File: src/shared/fad_pkg.sv
// package: opcodes, field positions, status codes and reset values for the aux command decoder
package fad_pkg;
  localparam logic [7:0] OP_SENSE_INT   = 8'h08;
  localparam logic [7:0] OP_SENSE_DRIVE = 8'h04;
  localparam logic [7:0] OP_SPECIFY     = 8'h03;
  localparam logic [7:0] INVALID_ST0    = 8'h80;
  // status register zero layout
  localparam int         SEEK_END_POS   = 5;
  localparam int         IC_LSB         = 6;
  localparam logic [1:0] IC_NORMAL      = 2'h0;
  localparam logic [1:0] IC_ABNORMAL    = 2'h1;
  localparam logic [1:0] IC_POLLING     = 2'h3;
  // main status register bits
  localparam int         MSR_DIO_POS    = 6;
  localparam int         MSR_RQM_POS    = 7;
  localparam int         MSR_BUSY_POS   = 4;
  // specify fields
  localparam int         SRT_LSB        = 4;
  localparam int         HLT_LSB        = 1;
  localparam int         ND_POS         = 0;
  localparam logic [3:0] SRT_RESET      = 4'h0;
  localparam logic [3:0] HUT_RESET      = 4'h0;
  localparam logic [6:0] HLT_RESET      = 7'h00;
  localparam logic       ND_RESET       = 1'b0;
endpackage

File: src/hw/fad_decoder.sv
// command/result phase decoder for sense interrupt, sense drive, specify and invalid opcodes
`timescale 1ns/1ps
module fad_decoder
  import fad_pkg::*;
(
  input  wire logic       i_clk,
  input  wire logic       i_srst,
  input  wire logic       i_wr,
  input  wire logic       i_rd,
  input  wire logic [7:0] i_wdata,
  input  wire logic       i_seek_done,
  input  wire logic       i_seek_abnormal,
  input  wire logic [1:0] i_seek_drive,
  input  wire logic [1:0] i_seek_head,
  input  wire logic       i_poll_event,
  input  wire logic [7:0] i_pcn_0,
  input  wire logic [7:0] i_pcn_1,
  input  wire logic [7:0] i_pcn_2,
  input  wire logic [7:0] i_pcn_3,
  input  wire logic [7:0] i_drive_status,
  output logic      [7:0] o_rdata,
  output logic      [7:0] o_main_status,
  output logic            o_irq,
  output logic      [1:0] o_drive_sel,
  output logic            o_head_sel,
  output logic      [3:0] o_step_rate_time,
  output logic      [3:0] o_head_unload_time,
  output logic      [6:0] o_head_load_time,
  output logic            o_non_dma_flag
);
  typedef enum logic [4:0] {
    S_IDLE  = 5'b00001,
    S_DRV   = 5'b00010,
    S_SPEC1 = 5'b00100,
    S_SPEC2 = 5'b01000,
    S_RES   = 5'b10000
  } fad_state_type;

  fad_state_type state;
  fad_state_type next_state;
  logic [1:0] kind;
  logic [1:0] next_kind;
  logic       res_idx;
  logic       next_res_idx;
  logic       irq_pend;
  logic       next_irq_pend;
  logic [7:0] int_st0;
  logic [7:0] next_int_st0;
  logic [1:0] int_drv;
  logic [1:0] next_int_drv;
  logic [1:0] drive_sel;
  logic [1:0] next_drive_sel;
  logic       head_sel;
  logic       next_head_sel;
  logic [3:0] step_rate_time;
  logic [3:0] next_srt;
  logic [3:0] head_unload_time;
  logic [3:0] next_hut;
  logic [6:0] head_load_time;
  logic [6:0] next_hlt;
  logic       nd;
  logic       next_nd;
  logic [7:0] rdata;
  logic [7:0] res_byte;
  logic [7:0] pcn_sel;
  logic [7:0] st3;
  logic [7:0] st0_snap;

  // drive status register: host status bits plus the addressed unit
  assign st3 = {i_drive_status[7:3], head_sel, drive_sel};

  always_comb begin
    unique case (int_drv)
      2'h0: pcn_sel = i_pcn_0;
      2'h1: pcn_sel = i_pcn_1;
      2'h2: pcn_sel = i_pcn_2;
      default: pcn_sel = i_pcn_3;
    endcase
  end

  // with no cause pending, sense interrupt reports polling
  assign st0_snap = irq_pend ? int_st0 : {IC_POLLING, 1'b0, 5'h00};

  fad_result_mux u_mux (
    .i_kind  (kind),
    .i_index (res_idx),
    .i_st0   (st0_snap),
    .i_pcn   (pcn_sel),
    .i_st3   (st3),
    .o_byte  (res_byte)
  );

  always_comb begin
    next_state    = state;
    next_kind     = kind;
    next_res_idx  = res_idx;
    next_irq_pend = irq_pend;
    next_int_st0  = int_st0;
    next_int_drv  = int_drv;
    next_drive_sel = drive_sel;
    next_head_sel = head_sel;
    next_srt      = step_rate_time;
    next_hut      = head_unload_time;
    next_hlt      = head_load_time;
    next_nd       = nd;
    unique case (state)
      S_IDLE: begin
        if (i_wr) begin
          next_res_idx = 1'b0;
          if (i_wdata == OP_SENSE_INT) begin
            next_kind  = 2'h0;
            next_state = S_RES;
          end else if (i_wdata == OP_SENSE_DRIVE) begin
            next_state = S_DRV;
          end else if (i_wdata == OP_SPECIFY) begin
            next_state = S_SPEC1;
          end else begin
            // no-op: no interrupt raised, single fixed result byte
            next_kind  = 2'h2;
            next_state = S_RES;
          end
        end
      end
      S_DRV: begin
        if (i_wr) begin
          next_head_sel  = i_wdata[2];
          next_drive_sel = i_wdata[1:0];
          next_kind      = 2'h1;
          next_state     = S_RES;
        end
      end
      S_SPEC1: begin
        if (i_wr) begin
          next_srt   = i_wdata[7:SRT_LSB];
          next_hut   = i_wdata[SRT_LSB-1:0];
          next_state = S_SPEC2;
        end
      end
      S_SPEC2: begin
        if (i_wr) begin
          next_hlt   = i_wdata[7:HLT_LSB];
          next_nd    = i_wdata[ND_POS];
          next_state = S_IDLE;
        end
      end
      S_RES: begin
        if (i_rd) begin
          if (kind == 2'h0 && !res_idx) begin
            next_res_idx = 1'b1;
            next_irq_pend = 1'b0;
          end else begin
            next_state = S_IDLE;
          end
        end
      end
      default: next_state = S_IDLE;
    endcase
    // a seek ending in the clearing cycle is kept: set wins
    if (i_seek_done) begin
      next_irq_pend = 1'b1;
      next_int_drv  = i_seek_drive;
      next_int_st0  = {(i_seek_abnormal ? IC_ABNORMAL : IC_NORMAL), 1'b1, 2'h0,
                       i_seek_head[0], i_seek_drive};
    end else if (i_poll_event && !irq_pend) begin
      next_irq_pend = 1'b1;
      next_int_st0  = {IC_POLLING, 1'b0, 5'h00};
    end
  end

  always_comb begin
    rdata = 8'h00;
    if (state == S_RES) begin
      rdata = res_byte;
    end
  end

  always_ff @(posedge i_clk) begin
    if (i_srst) begin
      state     <= S_IDLE;
      kind      <= 2'h0;
      res_idx   <= 1'b0;
      irq_pend  <= 1'b0;
      int_st0   <= 8'h00;
      int_drv   <= 2'h0;
      drive_sel <= 2'h0;
      head_sel  <= 1'b0;
      step_rate_time       <= SRT_RESET;
      head_unload_time       <= HUT_RESET;
      head_load_time       <= HLT_RESET;
      nd        <= ND_RESET;
      o_rdata   <= 8'h00;
    end else begin
      state     <= next_state;
      kind      <= next_kind;
      res_idx   <= next_res_idx;
      irq_pend  <= next_irq_pend;
      int_st0   <= next_int_st0;
      int_drv   <= next_int_drv;
      drive_sel <= next_drive_sel;
      head_sel  <= next_head_sel;
      step_rate_time       <= next_srt;
      head_unload_time       <= next_hut;
      head_load_time       <= next_hlt;
      nd        <= next_nd;
      o_rdata   <= rdata;
    end
  end

  // ready always; direction high in result phase so both bits show a waiting byte
  always_comb begin
    o_main_status = 8'h00;
    o_main_status[MSR_RQM_POS]  = 1'b1;
    o_main_status[MSR_DIO_POS]  = (state == S_RES);
    o_main_status[MSR_BUSY_POS] = (state != S_IDLE);
  end

  assign o_irq              = irq_pend;
  assign o_drive_sel        = drive_sel;
  assign o_head_sel         = head_sel;
  assign o_step_rate_time   = step_rate_time;
  assign o_head_unload_time = head_unload_time;
  assign o_head_load_time   = head_load_time;
  assign o_non_dma_flag     = nd;
endmodule

File: src/hw/fad_result_mux.sv
// result byte selector: picks the byte shown on the data port per command and index
`timescale 1ns/1ps
module fad_result_mux
  import fad_pkg::*;
(
  input  wire logic [1:0] i_kind,
  input  wire logic       i_index,
  input  wire logic [7:0] i_st0,
  input  wire logic [7:0] i_pcn,
  input  wire logic [7:0] i_st3,
  output logic      [7:0] o_byte
);
  // kind 0: sense int, 1: sense drive, 2: invalid
  always_comb begin
    unique case (i_kind)
      2'h0:    o_byte = i_index ? i_pcn : i_st0;
      2'h1:    o_byte = i_st3;
      default: o_byte = INVALID_ST0;
    endcase
  end
endmodule

File: config.mk
export PLATFORM = sky130hd
export DESIGN_NAME = fad_decoder
export DESIGN_NICKNAME = d
export VERILOG_FILES = /design/src/shared/fad_pkg.sv /design/src/hw/fad_decoder.sv /design/src/hw/fad_result_mux.sv
export SDC_FILE = /design/constraint.sdc
export NUM_CORES = 1
export LEC_CHECK = 0
export ABC_AREA = 1
export BUFFER_PORTS_ARGS = -buffer_cell sky130_fd_sc_hd__buf_2
export CAP_MARGIN = 5
export CORE_MARGIN = 10
export CORE_UTILIZATION = 50
export CTS_BUF_LIST = sky130_fd_sc_hd__clkbuf_8
export CTS_CLUSTER_DIAMETER = 30
export DETAILED_ROUTE_END_ITERATION = 10
export PLACE_DENSITY = 0.82
export SLEW_MARGIN = 15
export SYNTH_ARGS = -nofsm -noshare
export SYNTH_HDL_FRONTEND = slang
export SYNTH_HIERARCHICAL = 1
export SYNTH_SLANG_ARGS = --single-unit
export TNS_END_PERCENT = 50
File: constraint.sdc
create_clock -name i_clk -period 2 [get_ports i_clk]
set_input_delay 0 -clock i_clk [delete_from_list [all_inputs] [get_ports i_clk]]
set_output_delay 0 -clock i_clk [all_outputs]
set_load 0.05 [all_outputs]
---- After elaboration in Yosys (flattened, before gate mapping) ----
Index checks and enable logic that the tools add are counted.
word-level totals
  register bits ........................... 44
  bits in latches ......................... 0
  RAM bits ................................ 0
  bits in read-only memories .............. 0
  input bits .............................. 59
  output and inout bits ................... 36
  logic and storage cells ................. 87
  memories ................................ 0
cells by class
  add/sub/neg operators ................... 0
  multiply operators ...................... 0
  divide/modulo/power cells ............... 0
  $lt $le $gt $ge ......................... 0
  equality and inequality tests ........... 21
  shift operators ......................... 0
  multiplexer cells ....................... 32
  bitwise logic cells ..................... 1
  reductions and logical operators ........ 20
operators by type and width
  cell                  count
  $mux W5               9
  $mux W8               4
  $pmux W5 S5           1
  $pmux W8 S3           1
  $pmux W8 S2           1
  $ne A2 B2 Y1 const B  6
  $mux W2               5
  $mux W1               9
  $reduce_bool A3 Y1    3
  $eq A8 B2 Y1 const B  1
  $eq A8 B3 Y1 const B  1
  $eq A8 B4 Y1 const B  1
  $ne A3 B3 Y1 const B  2
  $reduce_and A2 Y1     3
  $reduce_and A6 Y1     1
  $reduce_bool A2 Y1    3
  $eq A5 B1 Y1 const B  1
  $eq A5 B2 Y1 const B  1
  $eq A5 B3 Y1 const B  1
  $eq A5 B4 Y1 const B  1
  $eq A5 B5 Y1 const B  1
  $ne A5 B1 Y1 const B  1
  $reduce_and A5 Y1     1
  $eq A2 B1 Y1 const B  2
  other kinds (11)      14

---- Logic depth before layout (Yosys ltp) ----
  depth in word-level cells ............... 7
  depth in mapped cells ................... 10
  mapped depth without buffers ............ 10

---- Cells and area by module ----
Netlist, hierarchy kept.
modules (own cells, without submodules)
  module          times used  cells an instance  area each (µm²)
  fad_decoder     1           312                2135.8
  fad_result_mux  1           55                 255.2

---- Worst setup path before layout ----
Ideal clock, no wire load.
  path kind ............................... register to register
  start ................................... reg irq_pend (netlist: o_irq)
  end ..................................... reg o_rdata[6]
  library setup time ...................... 120 ps
  arrival time ............................ 1306 ps
  required time ........................... 1880 ps
  path slack .............................. 574 ps
  stages on the path, launching flop included .. 7
  path buffers ............................ 0
  period minus slack after synthesis ...... 1426 ps
  cell sequence ........................... dfxtp_1 > inv_1 > or2_2 > nor2_1 > o21ai_1 > inv_1 > nor2_1
on the way
  cells in the longest elaborated chain, start to end .. 3
ends and longest elaborated chain
  item                    line                  source
  from (decl)             fad_decoder.sv:45     logic irq_pend;
  from (signal assigned)  fad_decoder.sv:196    irq_pend <= next_irq_pend;
  $mux W8                 fad_decoder.sv:82     assign st0_snap = irq_pend ? int_st0 : {IC_POLLING, 1'b0, 5'h00};
  named net st0_snap[6]   fad_decoder.sv:67     logic [7:0] st0_snap;
  $mux W8                 fad_result_mux.sv:16  2'h0: o_byte = i_index ? i_pcn : i_st0;
  $pmux W8 S2             fad_result_mux.sv:15  unique case (i_kind)
  named net res_byte[6]   fad_decoder.sv:64     logic [7:0] res_byte;
  to (signal assigned)    fad_decoder.sv:205    o_rdata <= rdata;
  to (decl)               fad_decoder.sv:21     output logic [7:0] o_rdata,
The timed path passes the listed nets, and every way through them passes these cells.
A chain may end at the register's enable or synchronous reset.

---- Worst setup path after layout ----
  start ................................... reg int_drv[0]
  end ..................................... reg o_rdata[4]
on the way
  cells in the longest elaborated chain, start to end .. 4
  elaborated cells between the ends (all ways) .. 6
  classes of those cells .................. eq/ne (2); mux (3); reduce/logical (1)
ends and longest elaborated chain
  item                                  line                  source
  from (decl)                           fad_decoder.sv:49     logic [1:0] int_drv;
  from (signal assigned)                fad_decoder.sv:198    int_drv <= next_int_drv;
  $eq A2 B2 Y1 (tied with other cells)  fad_decoder.sv:73     unique case (int_drv)
  $pmux W8 S3 *                         fad_decoder.sv:73
  named net pcn_sel[4]                  fad_decoder.sv:65     logic [7:0] pcn_sel;
  $mux W8 *                             fad_result_mux.sv:16
  $pmux W8 S2 *                         fad_result_mux.sv:15
  named net res_byte[4]                 fad_decoder.sv:64
The timed path passes the listed nets; every way through them passes the cells marked *.

==> impl_metrics.env <==
export IMPL_outcome="completed"
export IMPL_initial_core_util=0.510
export IMPL_synthCells=367
export IMPL_power_switching_mw=1.06
export IMPL_vias_per_cell=5.02
export IMPL_drt_total_wl_um=6630
export IMPL_hold_viol_final=0
export IMPL_tns_ps=0
export IMPL_finalClockSkew_ps=7.16
export IMPL_power_frac_seq=0.382
export IMPL_synthXorXnorAreaFrac=0
export IMPL_dpl_cell_area_um2=2790
export IMPL_via_count=2584
export IMPL_finalSetupViolCount=0
export IMPL_muxShareOfSynthArea=0
export IMPL_critPathLaunch="int_drv[0]"
export IMPL_crit_top_cell="inv_1"
export IMPL_dr_wl_met2_um=3110
export IMPL_drt_iter0_drc=79
export IMPL_synth_edf_count=0
export IMPL_fillers=470
export IMPL_p_sw_frac=0.394
export IMPL_place_hpwl_um=5170
export IMPL_seq_area_um2=881
export IMPL_power_frac_comb=0.366
export IMPL_critical_path_top_delay_family="flip-flops"
export IMPL_ctsHoldBuffers=11
export IMPL_arrival_ps=1970
export IMPL_synth_area_leaders="dfxtp_1 (37%), nand2_1 (14%), inv_1 (8.5%), nand3_1 (6.9%), nor2_1 (6.1%)"
export IMPL_crit_buf_inv=3
export IMPL_p_leak_nw=1.55
export IMPL_core_um2=4690
export IMPL_yosys_area_top_type="dfxtp_1"
export IMPL_dr_pass1_iters=6
export IMPL_slew_viol_final=0
export IMPL_antenna_found_initial=0
export IMPL_p_int_mw=1.64
export IMPL_critical_path_required_ps=2240
export IMPL_ir_drop_uv=520
export IMPL_synth_compound_area_share=0.119
export IMPL_critPathLaunchType="flop"
export IMPL_dp_slack_ps=349
export IMPL_path_class="reg2reg"
export IMPL_syn_area_per_cell_um2=6.52
export IMPL_design_area_um2=3010
export IMPL_final_cells=515
export IMPL_cts_sinks=44
export IMPL_synth_top_family_by_area="simple AND/OR/NAND/NOR gates"
export IMPL_synth_distinct_cells=27
export IMPL_die_h_um=89.2
export IMPL_slowest_delay_ps=570
export IMPL_htree_levels=2
export IMPL_dr_wl_met3_um=821
export IMPL_cts_buffer_depth=2
export IMPL_die_area_um2=7950
export IMPL_synthTopCellsByCount="nand2_1 (89), inv_1 (54), dfxtp_1 (44)"
export IMPL_cap_violations=0
export IMPL_nNetsFinal=519
export IMPL_grt_overflow_total=0
export IMPL_grt_pass1_vias=2442
export IMPL_antenna_left=0
export IMPL_ctsRootBufferMaster="clkbuf_8"
export IMPL_synth_area_um2=2390
export IMPL_ys_ff_latch=44
export IMPL_multiInputGateArea_um2=1190
export IMPL_wl_per_cell_um=12.9
export IMPL_max_freq_ghz=0.576
export IMPL_pin_count=95
export IMPL_die_w_um=89.2
export IMPL_grt_pass1_wl_um=10600
export IMPL_r2r_start="int_drv[0]"
export IMPL_synth_simple_area_share=0.364
export IMPL_ys_seq_area_frac=0.368
export IMPL_yosys_warnings=6
export IMPL_port_buffers=84
export IMPL_cts_buffers=5
export IMPL_worst_path_max_fanout=12
export IMPL_synth_fa_ha_area_frac=0
export IMPL_timing_hold_ws_ps=14.6
export IMPL_clk_latency_ps=300
export IMPL_power_density_nw_per_um2=898
export IMPL_endpoint_kind="flop"
export IMPL_synth_top_area_share=0.368
export IMPL_grt_total_usage=0.166
export IMPL_diodes=0
export IMPL_hold_class="in2reg"
export IMPL_finalCriticalPeriod_ps=1740
export IMPL_yosysMostFrequentCell="nand2_1"
export IMPL_hold_start="i_rd"
export IMPL_post_cts_buffers=0
export IMPL_place_inst=496
export IMPL_synth_main_ff_cell="dfxtp_1"
export IMPL_cts_repair_resized=0
export IMPL_rsz0062_at_grt="no"
export IMPL_routed_top_layer="met4"
export IMPL_grt_max_degree=19
export IMPL_wirelength_met1_um=2610
export IMPL_clk_pin_slew_ps=80
export IMPL_areaGrowthSynthToFinish_pct=25.9
export IMPL_pwr_share_clk=0.252
export IMPL_drc=0
export IMPL_tritoncts="built"
export IMPL_routabilityCongestion=0.898
export IMPL_cp_cell_sequence="nand2_1, inv_1, a221oi_1, a21oi_1, inv_1, nand2_2, nand2_1, o21ai_1, inv_1, nor2_1"
export IMPL_num_rows=25
export IMPL_setup_ws_ps=264
export IMPL_async_reset_ff_frac=0
export IMPL_critPathSlowestCell="dfxtp_1"
export IMPL_relSlewSlack=0.657
export IMPL_tightestPinTransition_ps=512
export IMPL_layout_drive_gt1_share=0.265
export IMPL_min_period_over_period=0.868
## sequential cells by signal, indices dropped and copies added (netlist names)
signal / cells
o_drive_sel: 2
res_idx: 1
state: 5
o_rdata: 8
int_drv: 2
o_step_rate_time: 4
o_non_dma_flag: 1
o_head_unload_time: 4
kind: 2
o_irq: 1
o_head_load_time: 7
int_st0: 6
o_head_sel: 1
## through the flow
| step | total power [mW] | utilization |
|---|---|---|
| 2_1_floorplan | 1.81 | - |
| 4_1_cts | 2.72 | 0.641 |
| 3_5_place_dp | 2.02 | 0.594 |
| 3_3_place_gp | 1.99 | 0.594 |
| 5_1_grt | 2.88 | 0.641 |
| 6_report | 2.70 | 0.641 |
## power by group through the flow
stage / Sequential, mW / Clock, mW / Combinational, mW
3_3_place_gp: 1.05 / 0 / 0.947
5_1_grt: 1.05 / 0.726 / 1.10
3_5_place_dp: 1.05 / 0 / 0.968
6_report: 1.03 / 0.681 / 0.988
2_1_floorplan: 1.10 / 0 / 0.717
4_1_cts: 1.03 / 0.700 / 0.989
## kinds of logic after synthesis
group                  count (synthesis)
DFF                                   44
buffers and inverters                 76
and+or+nand+nor                      192
AOI/OAI and AO/OA                     53
other                                  2
## path summary, 6_finish.rpt
path         cells after the start  slack (ps)                  end
max                             10         260           o_rdata[4]
min                              3          10              res_idx
max reg2reg                     10         260           o_rdata[4]
min reg2reg                      2         440  o_step_rate_time[2]
## cell usage in the layout (no fill, tap or decap), types with 9 or more instances in the layout
cell type / count
inv_1: 54
o21ai_0: 11
buf_2: 84
dfxtp_1: 44
nand2_1: 89
dlygate4sd3_1: 11
nor2_1: 39
a21oi_1: 29
nand3_1: 33
nor2_2: 9
## final cells by class
cell class	count	area share
sequential	44	0.293
tap	54	0.0225
clock inverter	3	0.0141
timing repair buffer	96	0.179
multi-input combinational	253	0.394
inverter	60	0.0748
clock buffer	5	0.0229
## worst reg2reg max path, cell delays in order, from the launching register on
cell and delay, ps:
dfxtp_1 570, nand2_1 200, inv_1 240, a221oi_1 90, a21oi_1 170, inv_1 60
nand2_2 50, nand2_1 50, o21ai_1 120, inv_1 50, nor2_1 90
## metal layers
layer	vias up	track usage
met1	1166	0.172
met5	-	0
met4	0	0.0549
li1	1322	-
met3	6	0.0647
met2	90	0.300
(Power assumes the default switching activity.)
